### config.mk
export PLATFORM = sky130hd
export DESIGN_NAME = panel_image
export DESIGN_NICKNAME = d
export VERILOG_FILES = /design/src/rtl/panel_image_pkg.sv /design/src/rtl/panel_image.sv
export SDC_FILE = /design/constraint.sdc
export NUM_CORES = 1
export LEC_CHECK = 0
export ABC_AREA = 1
export BUFFER_PORTS_ARGS = -buffer_cell sky130_fd_sc_hd__buf_2
export CAP_MARGIN = 20
export CORE_UTILIZATION = 50
export CTS_CLUSTER_SIZE = 25
export DETAILED_ROUTE_END_ITERATION = 8
export GPL_ROUTABILITY_DRIVEN = 0
export MAX_ROUTING_LAYER = met4
export PLACE_DENSITY = 0.7
export SETUP_SLACK_MARGIN = 0.02
export SLEW_MARGIN = 20
export SYNTH_ARGS = -nofsm -noshare
export SYNTH_HDL_FRONTEND = slang
export SYNTH_SLANG_ARGS = --single-unit
### constraint.sdc
create_clock -name clk -period 4.1 [get_ports clk]
set_clock_uncertainty 0.15 [all_clocks]
set_input_delay 0.615 -clock clk [delete_from_list [all_inputs] [get_ports clk]]
set_output_delay 0.615 -clock clk [all_outputs]
set_load 0.02 [all_outputs]
### src/rtl/panel_image_pkg.sv
package panel_image_pkg;

	// ----------------------------------------------------------------
	// register map (byte addresses, one word each)
	// ----------------------------------------------------------------
	localparam int unsigned ADDR_W       = 8;
	localparam int unsigned DATA_W       = 32;
	localparam logic [7:0]  IN_BYTE0     = 8'h00;
	localparam logic [7:0]  IN_BYTE1     = 8'h04;
	localparam logic [7:0]  IN_BYTE2     = 8'h08;
	localparam logic [7:0]  IN_BYTE3     = 8'h0C;
	localparam logic [7:0]  IN_BYTE4     = 8'h10;
	localparam logic [7:0]  IN_BYTE5     = 8'h14;
	localparam logic [7:0]  OUT_BYTE0    = 8'h18;
	localparam logic [7:0]  OUT_BYTE1    = 8'h1C;
	localparam logic [7:0]  FKEY_TAGS    = 8'h20;
	localparam logic [7:0]  LIT_TAGS     = 8'h24;
	localparam logic [7:0]  TAG_ENABLE   = 8'h28;
	localparam logic [7:0]  LEFT_STATUS  = 8'h2C;
	localparam logic [7:0]  RIGHT_STATUS = 8'h30;
	localparam logic [7:0]  MODE_CTRL    = 8'h34;
	localparam logic [7:0]  FUNC_GLOBAL  = 8'h38;
	localparam logic [7:0]  FUNC_LOCAL   = 8'h3C;
	localparam logic [7:0]  LOCAL_VALID  = 8'h40;

	// ----------------------------------------------------------------
	// image layout of byte n+1
	// ----------------------------------------------------------------
	localparam int unsigned FKEY9_BIT  = 0;
	localparam int unsigned FKEY10_BIT = 1;
	localparam int unsigned KS_LO_BIT  = 4;
	localparam int unsigned KS_HI_BIT  = 5;
	localparam int unsigned LEFT_BIT   = 6;
	localparam int unsigned RIGHT_BIT  = 7;
	localparam int unsigned FKEYS      = 10;
	localparam int unsigned FUNC_W     = 3;

	localparam logic [1:0] KS_MIDDLE = 2'h0;
	localparam logic [1:0] KS_CW     = 2'h1;
	localparam logic [1:0] KS_CCW    = 2'h2;

	localparam logic [1:0] TAG_OFF  = 2'h0;
	localparam logic [1:0] TAG_FAST = 2'h1;
	localparam logic [1:0] TAG_SLOW = 2'h2;
	localparam logic [1:0] TAG_ON   = 2'h3;

	// ----------------------------------------------------------------
	// flash timing: half periods of the two blink rates
	// ----------------------------------------------------------------
	localparam int unsigned CLK_PERIOD_NS  = 8;
	localparam int unsigned FAST_HALF_NS   = 100_000_000;
	localparam int unsigned SLOW_HALF_NS   = 500_000_000;
	localparam int unsigned FAST_HALF_CYC  = FAST_HALF_NS / CLK_PERIOD_NS;
	localparam int unsigned SLOW_HALF_CYC  = SLOW_HALF_NS / CLK_PERIOD_NS;

	typedef enum logic [1:0] {
		MODE_OFFLINE = 2'b00,
		MODE_ONLINE  = 2'b01,
		MODE_LOAD    = 2'b10
	} device_mode_type;
	localparam device_mode_type MODE_RESET = MODE_OFFLINE;

	typedef struct packed {
		logic [FKEYS-1:0] function_keys;
		logic             keyswitch_cw;
		logic             keyswitch_ccw;
		logic             left_lit_pushbutton;
		logic             right_lit_pushbutton;
	} panel_controls_type;

	typedef struct packed {
		logic [FKEYS-1:0] function_key_lamp;
		logic             left_lamp;
		logic             right_lamp;
	} panel_lamps_type;

endpackage

### src/rtl/panel_image.sv
`timescale 1ns/10ps
// ----------------------------------------------------------------
// ----------------------------------------------------------------
module panel_image
	import panel_image_pkg::*;
#(
	parameter bit          LARGE_VARIANT = 1'b1,
	parameter int unsigned FAST_CYCLES   = FAST_HALF_CYC,
	parameter int unsigned SLOW_CYCLES   = SLOW_HALF_CYC
)(
	input  wire logic               clk,             // 125 MHz clock
	input  wire logic               rstn,            // synchronous reset, low
	input  wire panel_controls_type controls,        // raw key, switch and button levels
	input  wire logic [23:0]        touch_keys,      // touch direct keys 8..31
	input  wire logic               project_running, // a project is running
	input  wire logic               box_attached,    // panel sits on a connection box
	input  wire logic [ADDR_W-1:0]  addr,            // register address
	input  wire logic [DATA_W-1:0]  wdata,           // write data
	input  wire logic               wr,              // write strobe
	input  wire logic               rd,              // read strobe
	output      logic [DATA_W-1:0]  rdata,           // read data, cycle after rd
	output      panel_lamps_type    lamps,           // lamp drive levels
	output      device_mode_type    device_mode,     // current operating mode
	output      logic               function_fire,   // pulse: key pressed
	output      logic [FUNC_W-1:0]  function_code    // function of that key
);

	// ----------------------------------------------------------------
	// helpers
	// ----------------------------------------------------------------
	function automatic logic lamp_decode(input logic [1:0] tag, input logic fast, input logic slow);
		case (tag)
			TAG_OFF:  lamp_decode = 1'b0;
			TAG_FAST: lamp_decode = fast;
			TAG_SLOW: lamp_decode = slow;
			default:  lamp_decode = 1'b1;
		endcase
	endfunction

	function automatic logic [1:0] keyswitch_code(input logic cw, input logic ccw);
		// both contacts at once is impossible mechanically; report middle
		if (cw && !ccw)
			keyswitch_code = KS_CW;
		else if (ccw && !cw)
			keyswitch_code = KS_CCW;
		else
			keyswitch_code = KS_MIDDLE;
	endfunction

	// ----------------------------------------------------------------
	// registers
	// ----------------------------------------------------------------
	logic [7:0]             in_byte_reg [6];
	logic [7:0]             out0_reg;
	logic [7:0]             out1_reg;
	logic [2*FKEYS-1:0]     fkey_tags_reg;
	logic [3:0]             lit_tags_reg;
	logic [FKEYS+1:0]       tag_enable_reg;
	logic [FKEYS*FUNC_W-1:0] func_global_reg;
	logic [FKEYS*FUNC_W-1:0] func_local_reg;
	logic [FKEYS-1:0]       local_valid_reg;
	logic [FKEYS-1:0]       press_prev_reg;
	logic [DATA_W-1:0]      rdata_reg;
	panel_lamps_type        lamps_reg;
	panel_lamps_type        lamps_next;
	device_mode_type        mode_reg;
	device_mode_type        mode_next;
	logic                   fire_reg;
	logic [FUNC_W-1:0]      code_reg;
	logic [31:0]            fast_cnt_reg;
	logic [31:0]            slow_cnt_reg;
	logic                   fast_reg;
	logic                   slow_reg;
	logic [FKEYS-1:0]       keys_now;
	logic [FKEYS-1:0]       new_press;
	logic [FKEYS-1:0]       direct_bits;

	assign direct_bits = {out1_reg[FKEY10_BIT], out1_reg[FKEY9_BIT], out0_reg};

	assign rdata         = rdata_reg;
	assign lamps         = lamps_reg;
	assign device_mode   = mode_reg;
	assign function_fire = fire_reg;
	assign function_code = code_reg;

	// ----------------------------------------------------------------
	// input image
	// ----------------------------------------------------------------
	always_ff @(posedge clk)
	begin
		if (!rstn)
		begin
			for (int i = 0; i < 6; i++)
				in_byte_reg[i] <= 8'h00;
		end
		else
		begin
			in_byte_reg[0] <= project_running ? controls.function_keys[7:0] : 8'h00;
			in_byte_reg[1] <= 8'h00;
			if (box_attached)
			begin
				in_byte_reg[1][RIGHT_BIT] <= controls.right_lit_pushbutton;
				in_byte_reg[1][LEFT_BIT]  <= controls.left_lit_pushbutton;
				in_byte_reg[1][KS_HI_BIT:KS_LO_BIT] <=
					keyswitch_code(controls.keyswitch_cw, controls.keyswitch_ccw);
			end
			if (LARGE_VARIANT && project_running)
			begin
				in_byte_reg[1][FKEY9_BIT]  <= controls.function_keys[8];
				in_byte_reg[1][FKEY10_BIT] <= controls.function_keys[9];
			end
			// byte n+2 would hold keys 0..7, which this panel does not have
			in_byte_reg[2] <= 8'h00;
			for (int i = 0; i < 3; i++)
				in_byte_reg[3+i] <= touch_keys[8*i +: 8];
		end
	end

	// ----------------------------------------------------------------
	// register write port
	// ----------------------------------------------------------------
	always_ff @(posedge clk)
	begin
		if (!rstn)
		begin
			out0_reg        <= 8'h00;
			out1_reg        <= 8'h00;
			fkey_tags_reg   <= '0;
			lit_tags_reg    <= 4'h0;
			tag_enable_reg  <= '0;
			func_global_reg <= '0;
			func_local_reg  <= '0;
			local_valid_reg <= '0;
		end
		else if (wr)
		begin
			case (addr)
				OUT_BYTE0:   out0_reg        <= wdata[7:0];
				OUT_BYTE1:   out1_reg        <= wdata[7:0];
				FKEY_TAGS:   fkey_tags_reg   <= wdata[2*FKEYS-1:0];
				LIT_TAGS:    lit_tags_reg    <= wdata[3:0];
				TAG_ENABLE:  tag_enable_reg  <= wdata[FKEYS+1:0];
				FUNC_GLOBAL: func_global_reg <= wdata[FKEYS*FUNC_W-1:0];
				FUNC_LOCAL:  func_local_reg  <= wdata[FKEYS*FUNC_W-1:0];
				LOCAL_VALID: local_valid_reg <= wdata[FKEYS-1:0];
				default:     ;
			endcase
		end
	end

	// ----------------------------------------------------------------
	// operating mode
	// ----------------------------------------------------------------
	always_comb
	begin
		mode_next = mode_reg;
		if (wr && addr == MODE_CTRL)
		begin
			case (wdata[1:0])
				MODE_OFFLINE: mode_next = MODE_OFFLINE;
				MODE_ONLINE:  mode_next = MODE_ONLINE;
				MODE_LOAD:    mode_next = MODE_LOAD;
				default:      mode_next = mode_reg;
			endcase
		end
	end

	always_ff @(posedge clk)
	begin
		if (!rstn)
			mode_reg <= MODE_RESET;
		else
			mode_reg <= mode_next;
	end

	// ----------------------------------------------------------------
	// register read port
	// ----------------------------------------------------------------
	always_ff @(posedge clk)
	begin
		if (!rstn)
			rdata_reg <= '0;
		else if (rd)
		begin
			case (addr)
				IN_BYTE0:     rdata_reg <= {24'h000000, in_byte_reg[0]};
				IN_BYTE1:     rdata_reg <= {24'h000000, in_byte_reg[1]};
				IN_BYTE2:     rdata_reg <= {24'h000000, in_byte_reg[2]};
				IN_BYTE3:     rdata_reg <= {24'h000000, in_byte_reg[3]};
				IN_BYTE4:     rdata_reg <= {24'h000000, in_byte_reg[4]};
				IN_BYTE5:     rdata_reg <= {24'h000000, in_byte_reg[5]};
				OUT_BYTE0:    rdata_reg <= {24'h000000, out0_reg};
				OUT_BYTE1:    rdata_reg <= {24'h000000, out1_reg};
				FKEY_TAGS:    rdata_reg <= {12'h000, fkey_tags_reg};
				LIT_TAGS:     rdata_reg <= {28'h0000000, lit_tags_reg};
				TAG_ENABLE:   rdata_reg <= {20'h00000, tag_enable_reg};
				LEFT_STATUS:  rdata_reg <= {31'h00000000, in_byte_reg[1][LEFT_BIT]};
				RIGHT_STATUS: rdata_reg <= {31'h00000000, in_byte_reg[1][RIGHT_BIT]};
				MODE_CTRL:    rdata_reg <= {30'h00000000, mode_reg};
				FUNC_GLOBAL:  rdata_reg <= {2'h0, func_global_reg};
				FUNC_LOCAL:   rdata_reg <= {2'h0, func_local_reg};
				LOCAL_VALID:  rdata_reg <= {22'h000000, local_valid_reg};
				default:      rdata_reg <= '0;
			endcase
		end
	end

	// ----------------------------------------------------------------
	// flash dividers
	// ----------------------------------------------------------------
	always_ff @(posedge clk)
	begin
		if (!rstn)
		begin
			fast_cnt_reg <= '0;
			fast_reg     <= 1'b0;
		end
		else if (fast_cnt_reg == FAST_CYCLES - 1)
		begin
			fast_cnt_reg <= '0;
			fast_reg     <= ~fast_reg;
		end
		else
			fast_cnt_reg <= fast_cnt_reg + 32'h1;
	end

	always_ff @(posedge clk)
	begin
		if (!rstn)
		begin
			slow_cnt_reg <= '0;
			slow_reg     <= 1'b0;
		end
		else if (slow_cnt_reg == SLOW_CYCLES - 1)
		begin
			slow_cnt_reg <= '0;
			slow_reg     <= ~slow_reg;
		end
		else
			slow_cnt_reg <= slow_cnt_reg + 32'h1;
	end

	// ----------------------------------------------------------------
	// lamp drive: direct image bit, or two-bit tag where enabled
	// ----------------------------------------------------------------
	always_comb
	begin
		lamps_next = '0;
		for (int i = 0; i < FKEYS; i++)
		begin
			if (i >= 8 && !LARGE_VARIANT)
				lamps_next.function_key_lamp[i] = 1'b0;
			else if (!project_running)
				lamps_next.function_key_lamp[i] = 1'b0;
			else if (tag_enable_reg[i])
				lamps_next.function_key_lamp[i] = lamp_decode(fkey_tags_reg[2*i +: 2], fast_reg, slow_reg);
			else
				lamps_next.function_key_lamp[i] = direct_bits[i];
		end
		if (box_attached)
		begin
			lamps_next.left_lamp  = tag_enable_reg[FKEYS] ?
				lamp_decode(lit_tags_reg[1:0], fast_reg, slow_reg) : out1_reg[LEFT_BIT];
			lamps_next.right_lamp = tag_enable_reg[FKEYS+1] ?
				lamp_decode(lit_tags_reg[3:2], fast_reg, slow_reg) : out1_reg[RIGHT_BIT];
		end
	end

	always_ff @(posedge clk)
	begin
		if (!rstn)
			lamps_reg <= '0;
		else
			lamps_reg <= lamps_next;
	end

	// ----------------------------------------------------------------
	// function dispatch on a new key press
	// ----------------------------------------------------------------
	assign keys_now  = {in_byte_reg[1][FKEY10_BIT], in_byte_reg[1][FKEY9_BIT], in_byte_reg[0]};
	assign new_press = keys_now & ~press_prev_reg;

	always_ff @(posedge clk)
	begin
		if (!rstn)
		begin
			press_prev_reg <= '0;
			fire_reg       <= 1'b0;
			code_reg       <= '0;
		end
		else
		begin
			press_prev_reg <= keys_now;
			fire_reg       <= |new_press;
			// lowest key wins when several go down in one cycle
			for (int i = FKEYS - 1; i >= 0; i--)
			begin
				if (new_press[i])
					code_reg <= local_valid_reg[i] ? func_local_reg[FUNC_W*i +: FUNC_W]
					                               : func_global_reg[FUNC_W*i +: FUNC_W];
			end
		end
	end
endmodule // panel_image

==> impl_metrics.json <==
{
  "final_max_slew_viol_count": 0,
  "yosysTopAreaCell": "dfxtp_1",
  "drive_above_1_share": 0.132,
  "slowest_delay_ns": 0.67,
  "min_path_cells": 3,
  "die_area_um2": 25500,
  "synth_top_area_frac": 0.448,
  "grt_pass1_vias": 10500,
  "tightest_slew_ns": 0.948,
  "finalHoldViolCount": 0,
  "syn-cell-area_um2": 12400,
  "cts_buffer_depth": 3,
  "grt_overflow": 0,
  "hold_path_class": "primary input to flop",
  "netlist_instances": 1696,
  "drt_iter0_drc": 1074,
  "rows": 57,
  "core_um2": 24300,
  "setup_viol": 0,
  "fp.dieH_um": 160,
  "fill_cells": 2288,
  "p_total_mw": 5.94,
  "status": "complete, no violations",
  "syn_area_per_cell_um2": 7.32,
  "grt_max_degree": 64,
  "fin_area_um2": 14400,
  "fin_nets": 1894,
  "post_drt_wl_per_cell_um": 16.0,
  "crit_required_ns": 4.39,
  "grt_use_total": 0.272,
  "path_class": "primary input to flop",
  "r2r_cells": 10,
  "drc": 0,
  "crit_top_cell": "nand2_1",
  "min_period_over_period": 0.596,
  "cts_resized": 0,
  "fmax_mhz": 409,
  "ant_nets": 0,
  "cts_setup_buffers": 0,
  "cts_tree": "built",
  "ctsHoldBuffers": 0,
  "grt_pass1_wl_um": 54300,
  "cts_max_level": 1,
  "synth_flop_cell": "dfxtp_1",
  "port_buffers": 129,
  "slowest_stage": "a221oi_1",
  "clockRootBuffer": "clkbuf_16",
  "antenna_found_initial": 0,
  "worstSetupStartpointType": "primary input",
  "synth-seq-cells": 284,
  "cp_top_family": "simple AND/OR/NAND/NOR gates",
  "ys_types": 45,
  "end_kind": "flop",
  "min_period_ns": 2.44,
  "peakVddDrop_mv": 0.357,
  "arrival_ns": 2.73,
  "yosys-top-cells-area": "dfxtp_1 (45%), nand2_1 (8.9%), a21oi_1 (8.6%)",
  "pwr_density_cell_nw_per_um2": 413,
  "start_util": 0.511,
  "synthToLayoutAreaGrowth_pct": 15.7,
  "hpwl_um": 24700,
  "grt_setup_unrepaired": "no",
  "cp_max_fo": 15,
  "diodes": 0,
  "via_per_inst": 5.38,
  "clkSinkCount": 284,
  "path_clk_slew_ns": 0.06,
  "num_vias": 11600,
  "async_flop_share": 0,
  "critical_path.n_buffers_inverters": 4,
  "yosys-top-cells-count": "nand2_1 (296), dfxtp_1 (278), inv_1 (236)",
  "io_pins": 134,
  "setup_tns_ns": 0,
  "largest_register_ffs": 38,
  "wl_um": 34500,
  "dpl_cell_area_um2": 13300,
  "drt_first_pass_iters": 5,
  "slew_headroom": 0.368,
  "synth_edf_count": 6,
  "cts_made_buffers": 30,
  "die_x_um": 160,
  "seq_area_frac_synth": 0.463,
  "power.leakage_nw": 5.85,
  "clock_latency_ns": 0.57,
  "drv_cap": 0,
  "worst-path-stages": 11,
  "path_cells": "buf_2 > inv_1 > nand2_1 > nor3_1 > buf_4 > nand2_1 > inv_2 > a221oi_1 > nand3_1 > nand2_1 > a21oi_1",
  "yosys_warnings": 0,
  "synth_most_common_cell": "nand2_1"
}
[power by group]
group	leakage (nW)	total, mW	internal, mW	switching [mW]
registers	2.31	2.82	2.80	0.0163
logic	3.02	0.254	0.0760	0.178
clock network	0.518	2.86	1.76	1.11
[layout make-up]
cell class	instances	area (um^2)	area share
sequential	284	5750	0.400
timing repair buffer	142	753	0.0524
clock buffer	46	901	0.0627
multi-input combinational	1098	5460	0.380
tap	324	405	0.0282
inverter	252	946	0.0658
clock inverter	9	159	0.0111
[per-layer routing]
layer,GRT usage,share of wire,up-vias
met4,0.0835,0.028,0
met5,-,0,-
li1,-,-,5799
met1,0.366,0.44,5307
met2,0.416,0.45,419
met3,0.0487,0.084,66
[tightest hold or removal path: cells and delay by family]
kind	cells	cell delay, ns
buf+inv	2	0.11
simple gates	1	0.04
[cell usage in the layout (no fill, tap or decap), types with 9 or more instances in the layout]
| cell | instances |
|---|---|
| nand2_1 | 296 |
| dfxtp_1 | 278 |
| inv_1 | 236 |
| a21oi_1 | 214 |
| o21ai_0 | 164 |
| buf_2 | 128 |
| nor2_1 | 121 |
| nand3_1 | 76 |
| nor3_1 | 30 |
| clkbuf_16 | 30 |
| o22ai_1 | 27 |
| o21ai_1 | 25 |
| nor3b_1 | 17 |
| nand4_1 | 14 |
| inv_2 | 14 |
| xor2_1 | 13 |
| buf_4 | 13 |
| nor4_1 | 12 |
| o221ai_1 | 9 |
| clkbuf_8 | 9 |
[through the flow]
stage | hold WS, ns | instances | setup slack [ns] | util
4_1_cts | 0.0713 | 2154 | 1.40 | 0.590
3_3_place_gp | 0.260 | 2099 | 1.27 | 0.547
5_1_grt | 0.0828 | 2155 | 1.42 | 0.591
6_report | 0.0774 | 2155 | 1.66 | 0.591
2_1_floorplan | 0.257 | 1702 | 1.98 | -
3_5_place_dp | 0.269 | 2099 | 1.23 | 0.547
[kinds of logic (layout without fill, tap and decap cells)]
kind of cell / Yosys count / in the layout / share of synthesized area
AO/OA/AOI/OAI: 462 / 462 / 0.198
XOR/XNOR: 19 / 19 / 0.0134
adder cells (fa/ha/maj): 2 / 2 / 0.00201
buffers and inverters: 320 / 449 / 0.0993
flip-flops: 284 / 284 / 0.463
other: 2 / 8 / 0.000605
AND/OR/NAND/NOR: 607 / 607 / 0.224
[path summary, 6_finish.rpt]
check | startpoint | to | slack [ns]
min | touch_keys[4] | in_byte_reg[0][28] | 0.08
max | addr[0] | rdata[5] | 1.66
min reg2reg | in_byte_reg[0][6] | press_prev_reg[6] | 0.28
max reg2reg | slow_cnt_reg[0] | slow_cnt_reg[10] | 1.68
Note: power is estimated with default switching activity, not from simulation.
